$ cat src/rtl/uart_lin_pkg.sv
// Package: register map, field layout, reset values and counts for the LIN-capable UART
// ----------------------------------------------------------------------
// What this block does
// Control bit enables LIN master lengthened break
// Break low bits: 10, 11, 13, 14
// Data port: write TX holding, read RX holding
// First prescaler divides by 1, 3, 4, 13
// TX coarse divisor is two to field
// RX coarse divisor is two to field
// TX fine zero uses coarse alone, else product
// RX fine zero uses coarse alone, else product
// RX fine divides post-16 clock by value
// TX fine divides post-16 clock by value
// Both fine dividers reset to zero
// LIN control resets zero, only bit 6 used
// Break request then release sends one break word
// Word length bit selects 8 or 9 data bits
// Bit rate is clock over prescaler, 16, divisor
// ----------------------------------------------------------------------
package uart_lin_pkg;

  // --------------------------------------------------------------------
  // Register indices (printed offsets are not word aligned)
  // --------------------------------------------------------------------
  localparam logic [7:0] IDX_DATA      = 8'hF1;
  localparam logic [7:0] IDX_BAUD      = 8'hF2;
  localparam logic [7:0] IDX_RX_FINE   = 8'hF5;
  localparam logic [7:0] IDX_TX_FINE   = 8'hF6;
  localparam logic [7:0] IDX_BRK_MODE  = 8'hFF;
  // Own registers: frame control and status
  localparam logic [7:0] IDX_CTRL      = 8'hF3;
  localparam logic [7:0] IDX_STATUS    = 8'hF4;
  localparam int         ADDR_W        = 12;

  // --------------------------------------------------------------------
  // Field positions and reset values
  // --------------------------------------------------------------------
  localparam int         LIN_EN_BIT    = 6;
  localparam int         CTRL_BRK_BIT  = 0;
  localparam int         CTRL_RXEN_BIT = 1;
  localparam int         CTRL_TXEN_BIT = 2;
  localparam int         CTRL_WL_BIT   = 3;
  localparam int         CTRL_T8_BIT   = 4;
  localparam logic [7:0] RST_ZERO      = 8'h00;
  localparam logic [7:0] RST_BAUD      = 8'h00;
  localparam logic [7:0] BRK_MODE_MASK = 8'h40;

  // --------------------------------------------------------------------
  // Counts
  // --------------------------------------------------------------------
  localparam logic [4:0] BRK_BITS_STD   = 5'd10;
  localparam logic [4:0] BRK_BITS_STD9  = 5'd11;
  localparam logic [4:0] BRK_BITS_LIN   = 5'd13;
  localparam logic [4:0] BRK_BITS_LIN9  = 5'd14;
  localparam logic [4:0] OVERSAMPLE     = 5'd16;
  localparam logic [3:0] FRAME_BITS_8   = 4'd10;
  localparam logic [3:0] FRAME_BITS_9   = 4'd11;
  localparam logic [1:0] AXI_OKAY       = 2'b00;
  localparam logic [1:0] AXI_SLVERR     = 2'b10;

  // Baud configuration carrier
  typedef struct packed {
    logic [1:0] firstPrescalerSel;
    logic [2:0] txRateDivisorSel;
    logic [2:0] rxRateDivisorSel;
  } baud_sel_s;

  // Frame word carried through the FIFO
  typedef struct packed {
    logic       bit8;
    logic [7:0] data;
  } word_s;

  // First prescaler factor from its select field
  function automatic logic [3:0] prescale_factor(input logic [1:0] sel);
    case (sel)
      2'b00:   prescale_factor = 4'd1;
      2'b01:   prescale_factor = 4'd3;
      2'b10:   prescale_factor = 4'd4;
      default: prescale_factor = 4'd13;
    endcase
  endfunction : prescale_factor

  // Coarse times fine division; fine zero means coarse alone
  function automatic logic [15:0] rate_divide(input logic [2:0] sel, input logic [7:0] fine);
    logic [15:0] coarse;
    coarse = 16'd1 << sel;
    rate_divide = (fine == 8'h00) ? coarse : 16'(coarse * fine);
  endfunction : rate_divide

endpackage : uart_lin_pkg

$ cat src/rtl/uart_word_fifo.sv
// Word FIFO with valid/ready on both sides
`timescale 1ns/10ps
module uart_word_fifo #(
  parameter int WIDTH = 9,
  parameter int DEPTH = 32
) (
  input  wire logic             ref_clk,
  input  wire logic             rst,
  input  wire logic             clkEn,
  input  wire logic [WIDTH-1:0] inData,
  input  wire logic             inValid,
  output logic                  inReady,
  output logic      [WIDTH-1:0] outData,
  output logic                  outValid,
  input  wire logic             outReady
);
  localparam int AW = $clog2(DEPTH);
  logic [WIDTH-1:0] mem [DEPTH];
  logic [AW-1:0]    wrPtr;
  logic [AW-1:0]    rdPtr;
  logic [AW:0]      count;
  logic [AW-1:0]    next_wrPtr;
  logic [AW-1:0]    next_rdPtr;
  logic [AW:0]      next_count;
  logic             doWr;
  logic             doRd;

  // Pointer and fill bookkeeping
  always_comb begin
    doWr       = inValid && inReady;
    doRd       = outValid && outReady;
    next_wrPtr = doWr ? AW'(wrPtr + 1'b1) : wrPtr;
    next_rdPtr = doRd ? AW'(rdPtr + 1'b1) : rdPtr;
    next_count = count + (AW+1)'(doWr) - (AW+1)'(doRd);
  end

  assign inReady  = (count != (AW+1)'(DEPTH));
  assign outValid = (count != '0);
  assign outData  = mem[rdPtr];

  // Registers only; storage has no reset
  always_ff @(posedge ref_clk) begin
    if (rst) begin
      wrPtr <= '0;
      rdPtr <= '0;
      count <= '0;
    end else if (clkEn) begin
      wrPtr <= next_wrPtr;
      rdPtr <= next_rdPtr;
      count <= next_count;
    end
  end

  always_ff @(posedge ref_clk) begin
    if (clkEn && doWr) begin
      mem[wrPtr] <= inData;
    end
  end
endmodule : uart_word_fifo

$ cat src/rtl/uart_lin_top.sv
// UART baud generator, LIN break control and data path behind AXI4-Lite
//
// Register access over AXI4-Lite was decided locally.
`timescale 1ns/10ps
module uart_lin_top
  import uart_lin_pkg::*;
#(
  parameter int FIFO_DEPTH = 32
) (
  input  wire logic                ref_clk,
  input  wire logic                rst,
  input  wire logic                clkEn,
  input  wire logic [ADDR_W-1:0]   s_axi_awaddr,
  input  wire logic                s_axi_awvalid,
  output logic                     s_axi_awready,
  input  wire logic [31:0]         s_axi_wdata,
  input  wire logic [3:0]          s_axi_wstrb,
  input  wire logic                s_axi_wvalid,
  output logic                     s_axi_wready,
  output logic [1:0]               s_axi_bresp,
  output logic                     s_axi_bvalid,
  input  wire logic                s_axi_bready,
  input  wire logic [ADDR_W-1:0]   s_axi_araddr,
  input  wire logic                s_axi_arvalid,
  output logic                     s_axi_arready,
  output logic [31:0]              s_axi_rdata,
  output logic [1:0]               s_axi_rresp,
  output logic                     s_axi_rvalid,
  input  wire logic                s_axi_rready,
  input  wire logic                rxd,
  output logic                     txd
);

  // ----------------------------------------------------------------------
  // Registers
  // ----------------------------------------------------------------------
  baud_sel_s   baudSel;
  logic [7:0]  rxFineDivisor;
  logic [7:0]  txFineDivisor;
  logic [7:0]  breakModeControl;
  logic [7:0]  ctrl;
  logic [7:0]  rxHoldingReg;
  logic        rxHoldBit8;
  logic        rxFull;
  logic        rxOverrun;
  logic        awHeld;
  logic        wHeld;
  logic [ADDR_W-1:0] awAddr;
  logic [31:0] wData;
  logic [3:0]  wStrb;

  logic        linEnable;
  logic        wordLen9;
  logic        sendBreak;
  assign linEnable = breakModeControl[LIN_EN_BIT];
  assign wordLen9  = ctrl[CTRL_WL_BIT];
  assign sendBreak = ctrl[CTRL_BRK_BIT];

  // ----------------------------------------------------------------------
  // Baud generation: prescaler, then coarse*fine, then 16x ticks
  // ----------------------------------------------------------------------
  logic [3:0]  preCnt;
  logic        preTick;
  logic [15:0] txDivCnt;
  logic [15:0] rxDivCnt;
  logic        txTick16;
  logic        rxTick16;
  logic [3:0]  txSub;
  logic        txBitTick;
  // Rewriting a divider restarts the prescaler and both divider counters, so a smaller divide never overshoots
  logic        divLoad;

  // First prescaler common to both directions
  always_ff @(posedge ref_clk) begin
    if (rst) begin
      preCnt <= '0;
    end else if (divLoad) begin
      preCnt <= '0;
    end else if (clkEn) begin
      preCnt <= (preCnt + 4'd1 >= prescale_factor(baudSel.firstPrescalerSel)) ? 4'd0
                : 4'(preCnt + 4'd1);
    end
  end
  assign preTick = clkEn && (4'(preCnt + 4'd1) >= prescale_factor(baudSel.firstPrescalerSel));

  // Coarse and fine division per direction
  always_ff @(posedge ref_clk) begin
    if (rst) begin
      txDivCnt <= '0;
      rxDivCnt <= '0;
    end else if (divLoad) begin
      txDivCnt <= '0;
      rxDivCnt <= '0;
    end else if (preTick) begin
      txDivCnt <= txTick16 ? 16'd0 : 16'(txDivCnt + 16'd1);
      rxDivCnt <= rxTick16 ? 16'd0 : 16'(rxDivCnt + 16'd1);
    end
  end
  assign txTick16 = preTick
    && (16'(txDivCnt + 16'd1) >= rate_divide(baudSel.txRateDivisorSel, txFineDivisor));
  assign rxTick16 = preTick
    && (16'(rxDivCnt + 16'd1) >= rate_divide(baudSel.rxRateDivisorSel, rxFineDivisor));

  // Sixteen ticks make one transmit bit time
  always_ff @(posedge ref_clk) begin
    if (rst) begin
      txSub <= '0;
    end else if (txTick16) begin
      txSub <= 4'(txSub + 4'd1);
    end
  end
  assign txBitTick = txTick16 && (txSub == 4'hF);

  // ----------------------------------------------------------------------
  // Transmit FIFO feeding the shifter
  // ----------------------------------------------------------------------
  word_s       fifoIn;
  word_s       fifoOut;
  logic        fifoInValid;
  logic        fifoInReady;
  logic        fifoOutValid;
  logic        fifoOutReady;

  uart_word_fifo #(.WIDTH($bits(word_s)), .DEPTH(FIFO_DEPTH)) txFifo (
    .ref_clk  (ref_clk),
    .rst      (rst),
    .clkEn    (clkEn),
    .inData   (fifoIn),
    .inValid  (fifoInValid),
    .inReady  (fifoInReady),
    .outData  (fifoOut),
    .outValid (fifoOutValid),
    .outReady (fifoOutReady)
  );

  // ----------------------------------------------------------------------
  // Transmitter: data frames and break words
  // ----------------------------------------------------------------------
  typedef enum logic [2:0] {
    TX_IDLE  = 3'b001,
    TX_DATA  = 3'b010,
    TX_BREAK = 3'b100
  } tx_state_e;
  tx_state_e   txState;
  tx_state_e   next_txState;
  logic [10:0] txShift;
  logic [10:0] next_txShift;
  logic [4:0]  txBitsLeft;
  logic [4:0]  next_txBitsLeft;
  logic        breakArmed;
  logic        next_breakArmed;
  logic        sendBreakLast;
  logic        next_txd;

  // Break length from LIN enable and word length
  function automatic logic [4:0] break_bits(input logic lin, input logic nine);
    case ({lin, nine})
      2'b00:   break_bits = BRK_BITS_STD;
      2'b01:   break_bits = BRK_BITS_STD9;
      2'b10:   break_bits = BRK_BITS_LIN;
      default: break_bits = BRK_BITS_LIN9;
    endcase
  endfunction : break_bits

  // A set-then-clear of the break bit arms one break after the current word
  always_comb begin
    next_txState    = txState;
    next_txShift    = txShift;
    next_txBitsLeft = txBitsLeft;
    next_breakArmed = breakArmed || (sendBreakLast && !sendBreak);
    next_txd        = txd;
    fifoOutReady    = 1'b0;
    case (txState)
      TX_IDLE: begin
        next_txd = 1'b1;
        if (txBitTick && ctrl[CTRL_TXEN_BIT]) begin
          if (next_breakArmed) begin
            next_breakArmed = 1'b0;
            next_txState    = TX_BREAK;
            next_txBitsLeft = break_bits(linEnable, wordLen9);
            next_txd        = 1'b0;
          end else if (fifoOutValid) begin
            fifoOutReady    = 1'b1;
            next_txState    = TX_DATA;
            next_txd        = 1'b0;                    // Start bit from the first cycle
            // Start bit first, then LSB first, stop bit last
            next_txShift    = wordLen9 ? {1'b1, fifoOut.bit8, fifoOut.data, 1'b0}
                                       : {2'b11, fifoOut.data, 1'b0};
            next_txBitsLeft = wordLen9 ? 5'(FRAME_BITS_9) : 5'(FRAME_BITS_8);
          end
        end
      end
      TX_DATA: begin
        next_txd = txShift[0];
        if (txBitTick) begin
          next_txShift    = {1'b1, txShift[10:1]};
          next_txBitsLeft = 5'(txBitsLeft - 5'd1);
          next_txd        = txShift[1];
          if (txBitsLeft == 5'd1) begin
            next_txState = TX_IDLE;
            next_txd     = 1'b1;
          end
        end
      end
      TX_BREAK: begin
        next_txd = 1'b0;
        if (txBitTick) begin
          next_txBitsLeft = 5'(txBitsLeft - 5'd1);
          if (txBitsLeft == 5'd1) begin
            next_txState = TX_IDLE;                              // stop bit follows
            next_txd     = 1'b1;
          end
        end
      end
      default: begin
        next_txState = TX_IDLE;
        next_txd     = 1'b1;
      end
    endcase
  end

  always_ff @(posedge ref_clk) begin
    if (rst) begin
      txState       <= TX_IDLE;
      txShift       <= '1;
      txBitsLeft    <= '0;
      breakArmed    <= 1'b0;
      sendBreakLast <= 1'b0;
      txd           <= 1'b1;
    end else if (clkEn) begin
      txState       <= next_txState;
      txShift       <= next_txShift;
      txBitsLeft    <= next_txBitsLeft;
      breakArmed    <= next_breakArmed;
      sendBreakLast <= sendBreak;
      txd           <= next_txd;
    end
  end

  // ----------------------------------------------------------------------
  // Receiver: 16x oversampling, mid-bit sampling
  // ----------------------------------------------------------------------
  logic [3:0]  rxSub;
  logic [3:0]  rxBitIdx;
  logic [8:0]  rxShift;
  logic        rxBusy;
  logic        rxDone;
  logic [3:0]  rxLastIdx;
  assign rxLastIdx = wordLen9 ? 4'd10 : 4'd9;

  // Frame capture into the shifter
  always_ff @(posedge ref_clk) begin
    if (rst) begin
      rxSub    <= '0;
      rxBitIdx <= '0;
      rxShift  <= '0;
      rxBusy   <= 1'b0;
    end else if (rxTick16 && ctrl[CTRL_RXEN_BIT]) begin
      if (!rxBusy) begin
        rxSub    <= '0;
        rxBitIdx <= '0;
        rxBusy   <= !rxd;
      end else begin
        rxSub <= 4'(rxSub + 4'd1);
        if (rxSub == 4'd7) begin
          rxBitIdx <= 4'(rxBitIdx + 4'd1);
          if (rxBitIdx == 4'd0 && rxd) begin
            rxBusy <= 1'b0;                                   // false start
          end else if (rxBitIdx == rxLastIdx) begin
            rxBusy <= 1'b0;
          end else if (rxBitIdx != 4'd0) begin
            rxShift <= wordLen9 ? {rxd, rxShift[8:1]} : {1'b0, rxd, rxShift[7:1]};
          end
        end
      end
    end
  end
  assign rxDone = rxTick16 && ctrl[CTRL_RXEN_BIT] && rxBusy && rxSub == 4'd7
                  && rxBitIdx == rxLastIdx;

  // ----------------------------------------------------------------------
  // AXI4-Lite slave
  // ----------------------------------------------------------------------
  logic [7:0]  wrIdx;
  logic [7:0]  rdIdx;
  logic        doWrite;
  logic        doRead;
  logic        wrHit;
  logic        rdHit;
  logic [7:0]  rdByte;
  assign wrIdx   = awAddr[9:2];
  assign rdIdx   = s_axi_araddr[9:2];
  assign doWrite = awHeld && wHeld && !s_axi_bvalid;
  assign doRead  = s_axi_arvalid && s_axi_arready;
  assign wrHit   = awAddr[ADDR_W-1:10] == '0 && (wrIdx == IDX_DATA || wrIdx == IDX_BAUD
    || wrIdx == IDX_RX_FINE || wrIdx == IDX_TX_FINE || wrIdx == IDX_BRK_MODE
    || wrIdx == IDX_CTRL || wrIdx == IDX_STATUS);
  assign rdHit   = s_axi_araddr[ADDR_W-1:10] == '0 && (rdIdx == IDX_DATA || rdIdx == IDX_BAUD
    || rdIdx == IDX_RX_FINE || rdIdx == IDX_TX_FINE || rdIdx == IDX_BRK_MODE
    || rdIdx == IDX_CTRL || rdIdx == IDX_STATUS);
  // Data write waits while the FIFO is full: back-pressure stalls the bus
  assign fifoIn      = '{bit8: ctrl[CTRL_T8_BIT], data: wData[7:0]};
  assign fifoInValid = doWrite && wrIdx == IDX_DATA && wrHit && wStrb[0];
  // Accepted write to a divider register
  assign divLoad     = clkEn && doWrite && wrHit && wStrb[0]
    && (wrIdx == IDX_BAUD || wrIdx == IDX_RX_FINE || wrIdx == IDX_TX_FINE);

  // Read mux
  always_comb begin
    case (rdIdx)
      IDX_DATA:     rdByte = rxHoldingReg;
      IDX_BAUD:     rdByte = baudSel;
      IDX_RX_FINE:  rdByte = rxFineDivisor;
      IDX_TX_FINE:  rdByte = txFineDivisor;
      IDX_BRK_MODE: rdByte = breakModeControl;
      IDX_CTRL:     rdByte = ctrl;
      IDX_STATUS:   rdByte = {4'h0, rxHoldBit8, rxOverrun, fifoInReady, rxFull};
      default:      rdByte = 8'h00;
    endcase
  end

  // Bus handshakes, register writes and receive holding
  always_ff @(posedge ref_clk) begin
    if (rst) begin
      awHeld           <= 1'b0;
      wHeld            <= 1'b0;
      awAddr           <= '0;
      wData            <= '0;
      wStrb            <= '0;
      s_axi_awready    <= 1'b1;
      s_axi_wready     <= 1'b1;
      s_axi_bvalid     <= 1'b0;
      s_axi_bresp      <= AXI_OKAY;
      s_axi_arready    <= 1'b1;
      s_axi_rvalid     <= 1'b0;
      s_axi_rdata      <= '0;
      s_axi_rresp      <= AXI_OKAY;
      baudSel          <= RST_BAUD;
      rxFineDivisor    <= RST_ZERO;
      txFineDivisor    <= RST_ZERO;
      breakModeControl <= RST_ZERO;
      ctrl             <= RST_ZERO;
      rxHoldingReg     <= RST_ZERO;
      rxHoldBit8       <= 1'b0;
      rxFull           <= 1'b0;
      rxOverrun        <= 1'b0;
    end else if (clkEn) begin
      if (s_axi_awvalid && s_axi_awready) begin
        awHeld        <= 1'b1;
        awAddr        <= s_axi_awaddr;
        s_axi_awready <= 1'b0;
      end
      if (s_axi_wvalid && s_axi_wready) begin
        wHeld        <= 1'b1;
        wData        <= s_axi_wdata;
        wStrb        <= s_axi_wstrb;
        s_axi_wready <= 1'b0;
      end
      if (doWrite && !(fifoInValid && !fifoInReady)) begin
        awHeld       <= 1'b0;
        wHeld        <= 1'b0;
        s_axi_bvalid <= 1'b1;
        s_axi_bresp  <= wrHit ? AXI_OKAY : AXI_SLVERR;
        if (wrHit && wStrb[0]) begin
          case (wrIdx)
            IDX_BAUD:     baudSel          <= wData[7:0];
            IDX_RX_FINE:  rxFineDivisor    <= wData[7:0];
            IDX_TX_FINE:  txFineDivisor    <= wData[7:0];
            IDX_BRK_MODE: breakModeControl <= wData[7:0] & BRK_MODE_MASK;
            IDX_CTRL:     ctrl             <= {3'b000, wData[4:0]};
            default:      ;
          endcase
        end
      end
      if (s_axi_bvalid && s_axi_bready) begin
        s_axi_bvalid  <= 1'b0;
        s_axi_awready <= 1'b1;
        s_axi_wready  <= 1'b1;
      end
      if (doRead) begin
        s_axi_arready <= 1'b0;
        s_axi_rvalid  <= 1'b1;
        s_axi_rdata   <= {24'h00_0000, rdByte};
        s_axi_rresp   <= rdHit ? AXI_OKAY : AXI_SLVERR;
      end
      if (s_axi_rvalid && s_axi_rready) begin
        s_axi_rvalid  <= 1'b0;
        s_axi_arready <= 1'b1;
      end
      // New word wins over a clearing data read in the same cycle
      if (doRead && rdHit && rdIdx == IDX_DATA) begin
        rxFull    <= 1'b0;
        rxOverrun <= 1'b0;
      end
      if (rxDone) begin
        if (rxFull && !(doRead && rdIdx == IDX_DATA)) begin
          rxOverrun <= 1'b1;                                   // holding kept
        end else begin
          rxHoldingReg <= rxShift[7:0];
          rxHoldBit8   <= rxShift[8];
          rxFull       <= 1'b1;
        end
      end
    end
  end

  // ----------------------------------------------------------------------
  // Assertions
  // ----------------------------------------------------------------------
  property p_fine_reset;
    @(posedge ref_clk) $fell(rst) |-> rxFineDivisor == 8'h00 && txFineDivisor == 8'h00;
  endproperty
  a_fine_reset: assert property (p_fine_reset) else $error("fine dividers not zero");

  property p_lin_reserved;
    @(posedge ref_clk) disable iff (rst) (breakModeControl & 8'hBF) == 8'h00;
  endproperty
  a_lin_reserved: assert property (p_lin_reserved) else $error("reserved bits set");

  property p_break_len;
    @(posedge ref_clk) disable iff (rst)
      (txState == TX_IDLE ##1 txState == TX_BREAK) |->
        txBitsLeft == break_bits(linEnable, wordLen9);
  endproperty
  a_break_len: assert property (p_break_len) else $error("wrong break length");

  property p_break_low;
    @(posedge ref_clk) disable iff (rst) txState == TX_BREAK |-> !txd;
  endproperty
  a_break_low: assert property (p_break_low) else $error("break not low");

  property p_div_tx;
    @(posedge ref_clk) disable iff (rst)
      txTick16 |-> 16'(txDivCnt + 16'd1) == (txFineDivisor == 8'h00
        ? (16'd1 << baudSel.txRateDivisorSel)
        : 16'((16'd1 << baudSel.txRateDivisorSel) * txFineDivisor));
  endproperty
  a_div_tx: assert property (p_div_tx) else $error("tx divisor wrong");

  property p_prescale;
    @(posedge ref_clk) disable iff (rst)
      preTick |-> preCnt == 4'(prescale_factor(baudSel.firstPrescalerSel) - 4'd1);
  endproperty
  a_prescale: assert property (p_prescale) else $error("prescaler count wrong");

  property p_rx_hold;
    @(posedge ref_clk) disable iff (rst)
      (clkEn && rxDone && !rxFull) |=> rxFull && rxHoldingReg == $past(rxShift[7:0]);
  endproperty
  a_rx_hold: assert property (p_rx_hold) else $error("rx holding not loaded");

  property p_idle_high;
    @(posedge ref_clk) disable iff (rst) (txState == TX_IDLE && $past(txState) == TX_IDLE)
      |-> txd;
  endproperty
  a_idle_high: assert property (p_idle_high) else $error("idle line low");

endmodule : uart_lin_top

$ cat config.mk
export PLATFORM = sky130hd
export DESIGN_NAME = uart_lin_top
export DESIGN_NICKNAME = d
export VERILOG_FILES = /design/src/rtl/uart_lin_pkg.sv /design/src/rtl/uart_word_fifo.sv /design/src/rtl/uart_lin_top.sv
export SDC_FILE = /design/constraint.sdc
export NUM_CORES = 1
export LEC_CHECK = 0
export BUFFER_PORTS_ARGS = -buffer_cell sky130_fd_sc_hd__buf_4
export CAP_MARGIN = 20
export CORE_UTILIZATION = 40
export CTS_BUF_LIST = sky130_fd_sc_hd__clkbuf_2 sky130_fd_sc_hd__clkbuf_4 sky130_fd_sc_hd__clkbuf_8
export DETAILED_ROUTE_END_ITERATION = 6
export PLACE_DENSITY = 0.53
export SYNTH_ARGS = -nofsm -noshare
export SYNTH_HDL_FRONTEND = slang
export SYNTH_SLANG_ARGS = --single-unit
$ cat constraint.sdc
create_clock -name ref_clk -period 9.25 [get_ports ref_clk]
set_input_delay 0.925 -clock ref_clk [delete_from_list [all_inputs] [get_ports ref_clk]]
set_output_delay 0.925 -clock ref_clk [all_outputs]
set_load 0.1 [all_outputs]
# --- After elaboration in Yosys (flattened, before gate mapping) ---
# Memories as Yosys holds them, arrays and structs flattened. A register that Yosys moved wholly into a read port is not among the register bits.
# Index checks and enable logic that the tools add are counted.
totals:
  input_bits: 69
  out_inout_bits: 42
  ff_bits: 177
  memories: 1
  wordCells: 276
  ram_bits: 288
mem_list:
  columns: ["name", "depth", "width", "read_ports", "rd_ports_with_merged_regs", "write_ports", "line_no", "rtl"]
  rows:
  - ["txFifo.mem", 32, 9, 1, 1, 1, "uart_word_fifo.sv:18", "logic [WIDTH-1:0] mem [DEPTH];"]
classes:
  shifts: 2
  muxes: 78
  magnitude_cmp: 4
  n_reduce_logical: 100
  multipliers: 2
  bitwise: 3
  eq_ne: 34
  add_sub_neg: 11
ops:
  columns: ["op", "n"]
  rows:
  - ["$eq 8x8->1 const B", 14]
  - ["$mux 16", 4]
  - ["$pmux 8 s7", 1]
  - ["$mux 11", 4]
  - ["$mux 1", 40]
  - ["$logic_and 1x1->1", 37]
  - ["$add 16x1->16 const B", 2]
  - ["$ge 16x16->1", 2]
  - ["$mul 16x8->16", 2]
  - ["$shl 1x3->16 const A", 2]
  - ["$mux 5", 6]
  - ["$mux 4", 7]
  - ["$reduce_and 2->1", 13]
  - ["$pmux 11 s2", 1]
  - ["$reduce_and 4->1", 5]
  - ["$add 4x1->4 const B", 4]
  - ["$logic_not 8->1", 2]
  - ["$reduce_bool 2->1", 8]
  - ["$logic_or 1x1->1", 15]
  - ["$mux 3", 5]
  - ["$pmux 4 s3", 1]
  - ["$reduce_and 6->1", 2]
  - ["$add 5x1->5 const B", 2]
  - ["$mux 10", 1]
  - ["32 further kinds", 54]

# --- Logic depth before layout (Yosys ltp) ---
# Gate-level depths: netlist of the first run.
depth:
  word_depth: 15
  mapped_depth: 37

# --- Cells and area by module ---
# Synthesis of the first run repeated with hierarchy kept, for this count alone.
hier_totals:
  cells_unflattened: 2265
  area_unflattened_um2: 25308.0
modules_own_cells:
  columns: ["mod", "cells_each", "area_per_inst_um2", "instances"]
  rows:
  - ["uart_lin_top", 1581, 13051.3, 1]
  - ["uart_word_fifo", 684, 12256.8, 1]

# --- Least setup slack after synthesis of the first run ---
# Ideal clock, no wire load.
synth_timing:
  path_type: "flip-flop to flip-flop"
  start: "register baudSel[5] (netlist bit)"
  end: "register txFifo.count[4]"
  period_less_slack_ns: 7.646
  slack_ns: 1.604
  path_stages_with_launch: 35
  setup_time_ns: 0.128
  path_buffers: 2
  required_time_ns: 9.122
  arrival_ns: 7.519
  path_cell_list: "dfxtp_1 > clkbuf_1 > nor3b_1 > nand2_1 > fa_1 > fa_1 > inv_1 > fa_1 > inv_1 > fa_1 > inv_1 > ha_1 > o21a_1 > a2111oi_2 > nor3_1 > a2111oi_2 > a21oi_1 > xnor2_1 > nand2_1 > ha_1 > nand4_1 > o41ai_2 > buf_2 > nand3_1 > inv_1 > ha_1 > inv_1 > ha_1 > fa_1 > a21oi_1 > nor2_1 > nor2_1 > xnor2_1 > mux2i_1 > nor2_1"
synth_via:
  elab_chain_cells: 11
synth_lines:
  columns: ["item", "line_no", "rtl"]
  rows:
  - ["from (decl)", "uart_lin_top.sv:37", "baud_sel_s baudSel;"]
  - ["from (signal assigned)", "uart_lin_top.sv:366", "IDX_BAUD: baudSel <= wData[7:0];"]
  - ["$shl 1x3->16 (*)", "uart_lin_pkg.sv:87", "coarse = 16'd1 << sel;"]
  - ["$mul 16x8->16", "uart_lin_pkg.sv:88", "rate_divide = (fine == 8'h00) ? coarse : 16'(coarse * fine);"]
  - ["$mux 16 (*)", "uart_lin_pkg.sv:88", null]
  - ["$ge 16x16->1 (*)", "uart_lin_top.sv:100", "&& (16'(txDivCnt + 16'd1) >= rate_divide(baudSel.txRateDivisorSel, txFineDivisor));"]
  - ["$logic_and 1x1->1 (*)", "uart_lin_top.sv:100", null]
  - ["$logic_and 1x1->1 (*)", "uart_lin_top.sv:112", "assign txBitTick = txTick16 && (txSub == 4'hF);"]
  - ["$logic_and 1x1->1 (*)", "uart_lin_top.sv:176", "if (txBitTick && ctrl[CTRL_TXEN_BIT]) begin"]
  - ["$mux 1 (*)", "uart_lin_top.sv:176", null]
  - ["$mux 1 (*)", "uart_lin_top.sv:173", "case (txState)"]
  - ["$logic_and 1x1->1 (*)", "uart_word_fifo.sv:31", "doRd = outValid && outReady;"]
  - ["$sub 6x1->6 (*)", "uart_word_fifo.sv:34", "next_count = count + (AW+1)'(doWr) - (AW+1)'(doRd);"]
  - ["to (signal assigned)", "uart_word_fifo.sv:50", "count <= next_count;"]
  - ["to (decl)", "uart_word_fifo.sv:21", "logic [AW:0] count;"]
# Mark *: on every way between the ends. The rest lies on a longest branch, timed or not.
# A chain may end at the register's enable or synchronous reset.

# --- Worst setup path in the final report of the first run ---
layout_timing:
  start: "register baudSel[3] (netlist bit)"
  end: "register txFifo.count[4]"
# The elaborated chain is that of the path after synthesis.

==> results of run 1 <==
==> kinds of logic (layout without fill, tap and decap cells) <==
logic type	count (synthesis)	after routing	synth area share (%)
other	1	27	0.0150
flip-flops	465	465	48.6
multiplexers	157	157	10.3
adder cells (fa/ha/maj)	206	206	12.5
XOR/XNOR	64	64	2.24
AO/OA/AOI/OAI	305	305	8.08
AND/OR/NAND/NOR	714	714	13.9
buffers and inverters	260	340	4.45
==> cell usage in the layout, fill, tap and decap left out, types with 20 or more instances in the layout <==
| cell | synthesis | final |
|---|---|---|
| sky130_fd_sc_hd__xor2_1 | 28 | 28 |
| sky130_fd_sc_hd__a21oi_1 | 101 | 101 |
| sky130_fd_sc_hd__fa_1 | 73 | 73 |
| sky130_fd_sc_hd__nor2_1 | 177 | 177 |
| sky130_fd_sc_hd__clkbuf_4 | 0 | 28 |
| sky130_fd_sc_hd__xnor2_1 | 36 | 36 |
| sky130_fd_sc_hd__ha_1 | 133 | 133 |
| sky130_fd_sc_hd__nor3_1 | 30 | 30 |
| sky130_fd_sc_hd__nand2_1 | 219 | 219 |
| sky130_fd_sc_hd__nand3_1 | 65 | 65 |
| sky130_fd_sc_hd__mux2i_1 | 77 | 77 |
| sky130_fd_sc_hd__mux4_2 | 80 | 80 |
| sky130_fd_sc_hd__a22oi_1 | 25 | 25 |
| sky130_fd_sc_hd__and2_1 | 98 | 98 |
| sky130_fd_sc_hd__buf_4 | 30 | 77 |
| sky130_fd_sc_hd__clkbuf_8 | 0 | 91 |
| sky130_fd_sc_hd__edfxtp_1 | 288 | 288 |
| sky130_fd_sc_hd__conb_1 | 1 | 26 |
| sky130_fd_sc_hd__inv_1 | 120 | 120 |
| sky130_fd_sc_hd__o21ai_0 | 31 | 31 |
| sky130_fd_sc_hd__o21a_1 | 20 | 20 |
| sky130_fd_sc_hd__dfxtp_1 | 177 | 175 |
==> per-stage QoR <==
stage	util, %	total power, mW	hold slack, ns	std cells
after floorplan	-	2.38	0.432	2197
after global placement	42.3	2.42	0.442	2972
after detailed placement	42.3	2.42	0.447	2972
after CTS	45.0	4.35	0.449	3113
after global routing	45.0	4.45	0.469	3115
final	45.0	4.30	0.454	3115
==> Yosys cell counts (6+ instances only) <==
cell / number
sky130_fd_sc_hd__nor3_1: 30
sky130_fd_sc_hd__nor3b_1: 11
sky130_fd_sc_hd__and3_1: 19
sky130_fd_sc_hd__clkbuf_1: 86
sky130_fd_sc_hd__or3_1: 9
sky130_fd_sc_hd__xnor2_1: 36
sky130_fd_sc_hd__nand3b_1: 15
sky130_fd_sc_hd__buf_2: 16
sky130_fd_sc_hd__dfxtp_1: 177
sky130_fd_sc_hd__a21o_1: 10
sky130_fd_sc_hd__ha_1: 133
sky130_fd_sc_hd__buf_4: 30
sky130_fd_sc_hd__nor2b_1: 13
sky130_fd_sc_hd__a22oi_1: 25
sky130_fd_sc_hd__a21oi_1: 101
sky130_fd_sc_hd__and2_1: 98
sky130_fd_sc_hd__nand2b_1: 10
sky130_fd_sc_hd__nor4_1: 7
sky130_fd_sc_hd__o21ai_0: 31
sky130_fd_sc_hd__and4_1: 9
sky130_fd_sc_hd__mux2i_1: 77
sky130_fd_sc_hd__nor2_1: 177
sky130_fd_sc_hd__o221ai_1: 7
sky130_fd_sc_hd__a31oi_1: 6
sky130_fd_sc_hd__o21ai_1: 19
sky130_fd_sc_hd__inv_1: 120
sky130_fd_sc_hd__a211oi_1: 11
sky130_fd_sc_hd__buf_1: 6
sky130_fd_sc_hd__mux4_2: 80
sky130_fd_sc_hd__o211ai_1: 10
sky130_fd_sc_hd__edfxtp_1: 288
sky130_fd_sc_hd__o22ai_1: 8
sky130_fd_sc_hd__fa_1: 73
sky130_fd_sc_hd__nand4_1: 12
sky130_fd_sc_hd__nand2_1: 219
sky130_fd_sc_hd__xor2_1: 28
sky130_fd_sc_hd__o21a_1: 20
sky130_fd_sc_hd__nand3_1: 65
==> flip-flops by register name, indices dropped and copies added (netlist names), 4 cells and up, named ones only <==
| register | count |
|---|---|
| wData | 8 |
| baudSel | 8 |
| rxDivCnt | 16 |
| rxFineDivisor | 8 |
| txSub | 4 |
| rxBitIdx | 4 |
| rxHoldingReg | 8 |
| txFifo.wrPtr | 5 |
| txShift | 10 |
| txFifo.mem | 288 |
| txFineDivisor | 8 |
| preCnt | 4 |
| s_axi_rdata | 8 |
| ctrl | 5 |
| awAddr | 10 |
| txFifo.count | 6 |
| rxShift | 9 |
| rxSub | 4 |
| txBitsLeft | 5 |
| txDivCnt | 16 |
| txFifo.rdPtr | 5 |
==> per-layer routing <==
layer	part of all wire (%)	GRT usage, %
met4	2.4	6.29
met1	46	25.8
met5	0	0
met3	4.3	2.89
met2	47	30.5
==> power by group through the flow <==
| stage | Clock, mW | Combinational [mW] | Sequential (mW) |
|---|---|---|---|
| after CTS | 1.97 | 0.169 | 2.21 |
| after global placement | 0 | 0.166 | 2.26 |
| after detailed placement | 0 | 0.168 | 2.26 |
| after floorplan | 0 | 0.112 | 2.27 |
| after global routing | 2.06 | 0.180 | 2.21 |
| final | 1.92 | 0.167 | 2.21 |
==> layout make-up <==
cell class	count	area (µm²)	share of cell area (%)
Antenna cell	1	2.50	0.00900
Clock inverter	22	189	0.680
Inverter	121	454	1.63
Sequential cell	465	12200	43.9
Multi-Input combinational cell	1472	11900	42.7
Clock buffer	119	1460	5.26
Timing Repair Buffer	78	583	2.10
Tap cell	837	1050	3.77
==> final timing paths <==
kind | start | to | slack, ns | cells after the start
min | awAddr[8]$_SDFFE_PP0P_ | awAddr[8]$_SDFFE_PP0P_ | 0.45 | 2
max reg2reg | baudSel[3]$_SDFFE_PP0P_ | txFifo.count[4]$_SDFFE_PP0P_ | 0.76 | 32
min reg2reg | awAddr[8]$_SDFFE_PP0P_ | awAddr[8]$_SDFFE_PP0P_ | 0.45 | 2
max | baudSel[3]$_SDFFE_PP0P_ | txFifo.count[4]$_SDFFE_PP0P_ | 0.76 | 32
==> worst max-delay path, delay by kind of cell (launching register included) <==
kind	cells	cell delay (ns)
simple gates	9	1.79
fa+ha+maj	9	3.41
mux	1	0.12
buf+inv	5	0.37
compound gates	6	1.92
flops	1	0.49
xor+xnor	2	0.25
==> flow_metrics.tcl, run 1 <==
set metrics [dict create \
    run_status "finished, final reports clean" \
    ios 111 \
    detailroute.via_count 16500 \
    synth-seq-area-share_pct 48.6 \
    antenna_found_initial 1 \
    path_clk_slew_ns 0.06 \
    floorplan.initialDensity_pct 40.6 \
    fp-row-count 91 \
    clock_insertion_delay_worst_skew_ns 0.68 \
    final_layout_size_suffix_gt1_share_pct 13.7 \
    finalHoldViolCount 0 \
    final_design_area_no_fill_um2 27800 \
    pwr-share-seq_pct 51.4 \
    dpl-instance-area_um2 26100 \
    synth_async_reset_ratio_pct 0 \
    worstPathArrival_ns 9.02 \
    grt_pass1_vias 16700 \
    numCtsBuffers 79 \
    count_of_flip_flops_with_a_built_in_enable_after_synthesis 288 \
    timing.critical_path.slowest_stage_cell "sky130_fd_sc_hd__nor3b_1" \
    post_synth_main_area_contributors "sky130_fd_sc_hd__edfxtp_1 34%, sky130_fd_sc_hd__dfxtp_1 14%, sky130_fd_sc_hd__mux4_2 7.2%, sky130_fd_sc_hd__ha_1 6.6%, sky130_fd_sc_hd__fa_1 5.8%" \
    timing.setup.critical_path_class "reg -> reg" \
    ys_warn_count 0 \
    cts_resized 0 \
    critical_path.endpoint_type "register" \
    power.ir.vdd_worst_uv 107 \
    least_setup_slack_across_all_paths_after_layout_ns 0.757 \
    worst_case_clock_skew_ns 0.0511 \
    ys_seq_elements 465 \
    io_buffers 53 \
    worst-endpoint-required_ns 9.78 \
    nets 2492 \
    timing.max_slew.rel_slack_pct 32.2 \
    viasPerCell 5.29 \
    cts.path.max_buffers 3 \
    die_area_um2 63700 \
    critPathLaunchType "register" \
    worst_setup_timing_slack_at_the_placement_stage_ns 0.622 \
    first_pass_iters 5 \
    synthFlopType "sky130_fd_sc_hd__edfxtp_1" \
    remaining_drc_errors 0 \
    hpwl_after_dpl_mm 39.2 \
    synth.largest_area_cell "sky130_fd_sc_hd__edfxtp_1" \
    yosys.cell_types.count 85 \
    post_synth_instance_area_um2 25100 \
    p_leak_nw 11.0 \
    core_footprint_um2 61800 \
    final_period_util_pct 91.8 \
    area_growth_syn_to_layout_pct 10.9 \
    drt-total-wl_mm 58.6 \
    ctsHtreeMaxLevel 3 \
    tns_ns 0 \
    p_int_mw 3.29 \
    maxSlewViolCount 0 \
    root_buffer "sky130_fd_sc_hd__clkbuf_8" \
    setup_viol 0 \
    max_cap_viol_count 0 \
    gr-usage-all-layers_pct 18.8 \
    die-height_um 252 \
    max_clock_freq_mhz 118 \
    cts_tree "yes" \
    rsz0062_at_grt "no" \
    crit_path_max_fanout 10 \
    number_of_hold_repair_buffers_added_at_the_cts_stage 0 \
    gr-total-overflow 0 \
    globalplace.congestion 0.815 \
    synth_top_cell_area_share_pct 34.5 \
    finalWorstPathRequiredPeriod_ns 8.49 \
    detailedRoute.firstIterationViolations 1009 \
    post_cts_buffers 0 \
    avgSynthCellArea_um2 11.5 \
    power.switching_mw 1.01 \
    clkPwrFrac_pct 44.7 \
    postRouteAntennaNets 0 \
    fillerInstances 5724 \
    synthesis.instances 2172 \
    worst_margin_pin_slew_ns 1.01 \
    timing.critical_path.slowest_cell_delay_ns 0.81 \
    wl_per_cell_um 18.8 \
    power-per-cell-area_nw_per_um2 155 \
    grt_max_degree 78 \
    power_frac_comb_pct 3.9 \
    first_pass_grt_wire_length_mm 93.2 \
    numClockSinks 465 \
    hold_path.class "reg -> reg" \
    switching_power_share_of_the_total_pct 23.4 \
    die_width_um 252 \
]
Note: power is estimated with default switching activity, not from simulation.
==> run 2: changes to the inputs <==
--- a/config.mk
+++ b/config.mk
@@ -13,2 +13,3 @@
 export PLACE_DENSITY = 0.53
+export REMOVE_ABC_BUFFERS = 1
 export SYNTH_ARGS = -nofsm -noshare
==> constraint.sdc (replaced) <==
create_clock -name ref_clk -period 9.25 [get_ports ref_clk]
set_input_delay 1.3875 -clock ref_clk [delete_from_list [all_inputs] [get_ports ref_clk]]
set_output_delay 1.3875 -clock ref_clk [all_outputs]
set_load 0.1 [all_outputs]
==> run 2 against run 1 <==
  * Sequential power about the same
  * Non-clock buffer count increased by 3
  * Worst setup slack improved by 0.32 ns
  * Combinational power about the same
  * Final area increased by 0.14%
  * Sequential share of layout area decreased by 0.059 points
  * Power increased by 0.38%
  * Critical endpoint unchanged
==> flow_metrics.tcl, run 2 (synthesized netlist as in run 1, its figures left out) <==
set metrics [dict create \
    run_status "finished, final reports clean" \
    timing.critical_path.slowest_stage_cell "sky130_fd_sc_hd__o41ai_4" \
    setup_viol 0 \
    power.total_mw 4.32 \
    cts.path.max_buffers 3 \
    first_pass_iters 7 \
    remaining_drc_errors 0 \
    max_clock_freq_mhz 122 \
    tns_ns 0 \
    max_cap_viol_count 0 \
    number_of_hold_repair_buffers_added_at_the_cts_stage 0 \
    gr-usage-all-layers_pct 19.2 \
    wl_per_cell_um 19.3 \
    timing.setup.critical_path_class "reg -> reg" \
    largestRegisters "txFifo.mem: 288 flops, rxDivCnt: 16 flops, txDivCnt: 16 flops" \
    path_clk_slew_ns 0.05 \
    cts_tree "yes" \
    crit_path_max_fanout 10 \
    die_area_um2 63700 \
    worst-endpoint-required_ns 9.77 \
    largest-register "txFifo.mem" \
    critPathLaunchType "register" \
    worst_setup_timing_slack_at_the_placement_stage_ns 1.01 \
    timing.critical_path.slowest_cell_delay_ns 0.61 \
    hold_path.class "reg -> reg" \
    ios 111 \
    clock_insertion_delay_worst_skew_ns 0.67 \
    finalHoldViolCount 0 \
    power.ir.vdd_worst_uv 99.9 \
    grt_pass1_vias 16700 \
    first_pass_grt_wire_length_mm 94.1 \
    rsz0062_at_grt "no" \
    die-height_um 252 \
    nets 2499 \
    drt-total-wl_mm 60.3 \
    die_width_um 252 \
    critical_path.endpoint_type "register" \
    flip_flop_count_of_the_largest_register_all_copies_and_words_added 288 \
    worstPathArrival_ns 8.70 \
    core_footprint_um2 61800 \
    floorplan.initialDensity_pct 40.6 \
    finalWorstPathRequiredPeriod_ns 8.18 \
    worst_path_dominant_cell_family "adder cells" \
    ctsHtreeMaxLevel 3 \
    detailedRoute.firstIterationViolations 982 \
    final_period_util_pct 88.4 \
    detailroute.via_count 16600 \
    commonest_non_fill_non_tap_cell_in_the_layout "sky130_fd_sc_hd__edfxtp_1" \
    cts_resized 0 \
    fp-row-count 91 \
    viasPerCell 5.30 \
    post_cts_buffers 0 \
    final_layout_size_suffix_gt1_share_pct 13.8 \
    numClockSinks 465 \
    critPathBufInv 5 \
    final_cell_mix "288 x sky130_fd_sc_hd__edfxtp_1, 219 x sky130_fd_sc_hd__nand2_1, 177 x sky130_fd_sc_hd__nor2_1, 175 x sky130_fd_sc_hd__dfxtp_1, 133 x sky130_fd_sc_hd__ha_1" \
    worst_case_clock_skew_ns 0.0350 \
    place_inst 2976 \
    io_buffers 53 \
    maxSlewViolCount 0 \
    final-instance-count-excl-fill 3124 \
    hpwl_after_dpl_mm 40.3 \
    globalplace.congestion 0.830 \
    area_growth_syn_to_layout_pct 11.0 \
    grt_max_degree 66 \
    numCtsBuffers 83 \
    timing.max_slew.rel_slack_pct 34.9 \
    antenna_found_initial 2 \
    least_setup_slack_across_all_paths_after_layout_ns 1.07 \
    root_buffer "sky130_fd_sc_hd__clkbuf_8" \
    worst_margin_pin_slew_ns 0.973 \
    power-per-cell-area_nw_per_um2 155 \
    gr-total-overflow 0 \
    postRouteAntennaNets 0 \
    p_leak_nw 11.0 \
]
run 2: changes by cell type in the layout (fill, tap and decap cells not counted), sizes merged:
| cell | delta |
|---|---|
| buf | +4 |
| bufinv | +1 |
| clkbuf | +2 |
| clkinv | +4 |
| clkinvlp | +1 |
| inv | -3 |
run 2: path summary, 6_finish.rpt:
| path | depth (start not counted) | start | slack, ns | end |
|---|---|---|---|---|
| worst max-delay path | 32 | baudSel[3]$_SDFFE_PP0P_ | 1.07 | txFifo.count[4]$_SDFFE_PP0P_ |
| worst min-delay path | 2 | awAddr[7]$_SDFFE_PP0P_ | 0.45 | awAddr[7]$_SDFFE_PP0P_ |
| worst max register to register | 32 | baudSel[3]$_SDFFE_PP0P_ | 1.07 | txFifo.count[4]$_SDFFE_PP0P_ |
| worst min register to register | 2 | awAddr[7]$_SDFFE_PP0P_ | 0.45 | awAddr[7]$_SDFFE_PP0P_ |
run 2: worst register-to-register path: cells and delay by family, from the launching register on:
family / cells / cell delay [ns]
buf+inv: 5 / 0.30
xor+xnor: 2 / 0.25
flops: 1 / 0.48
simple gates: 9 / 1.49
mux: 1 / 0.13
compound gates: 6 / 1.91
fa+ha+maj: 9 / 3.47
run 2: where the power goes:
group | total, mW | leakage [nW] | internal [mW] | switching, mW
clock | 1.94 | 0.881 | 1.08 | 0.862
combinational | 0.170 | 5.86 | 0.0371 | 0.132
sequential | 2.21 | 4.29 | 2.20 | 0.00803
run 2: routing by layer:
layer / vias up / global-route usage (%) / part of all wire, %
met5: - / 0 / 0
met4: 0 / 5.73 / 2.1
met3: 87 / 4.08 / 5.4
met2: 372 / 30.3 / 46
met1: 8221 / 26.5 / 46
li1: 7879 / - / -
run 2: cell type report:
type	instances	area, µm²
clock inverter	25	198
fill	5732	34000
antenna	1	2.50
multi-input combinational	1472	11900
tap	837	1050
inverter	121	454
timing repair buffer	81	608
sequential	465	12200
clock buffer	122	1470
run 2: metrics by stage:
| step | hold slack (ns) | util [%] | instance area (µm²) |
|---|---|---|---|
| floorplan | 0.426 | - | 24500 |
| CTS | 0.453 | 45.0 | 27800 |
| global route | 0.475 | 45.0 | 27800 |
| global placement | 0.442 | 42.3 | 26200 |
| detailed placement | 0.446 | 42.3 | 26200 |
| finish | 0.449 | 45.0 | 27800 |
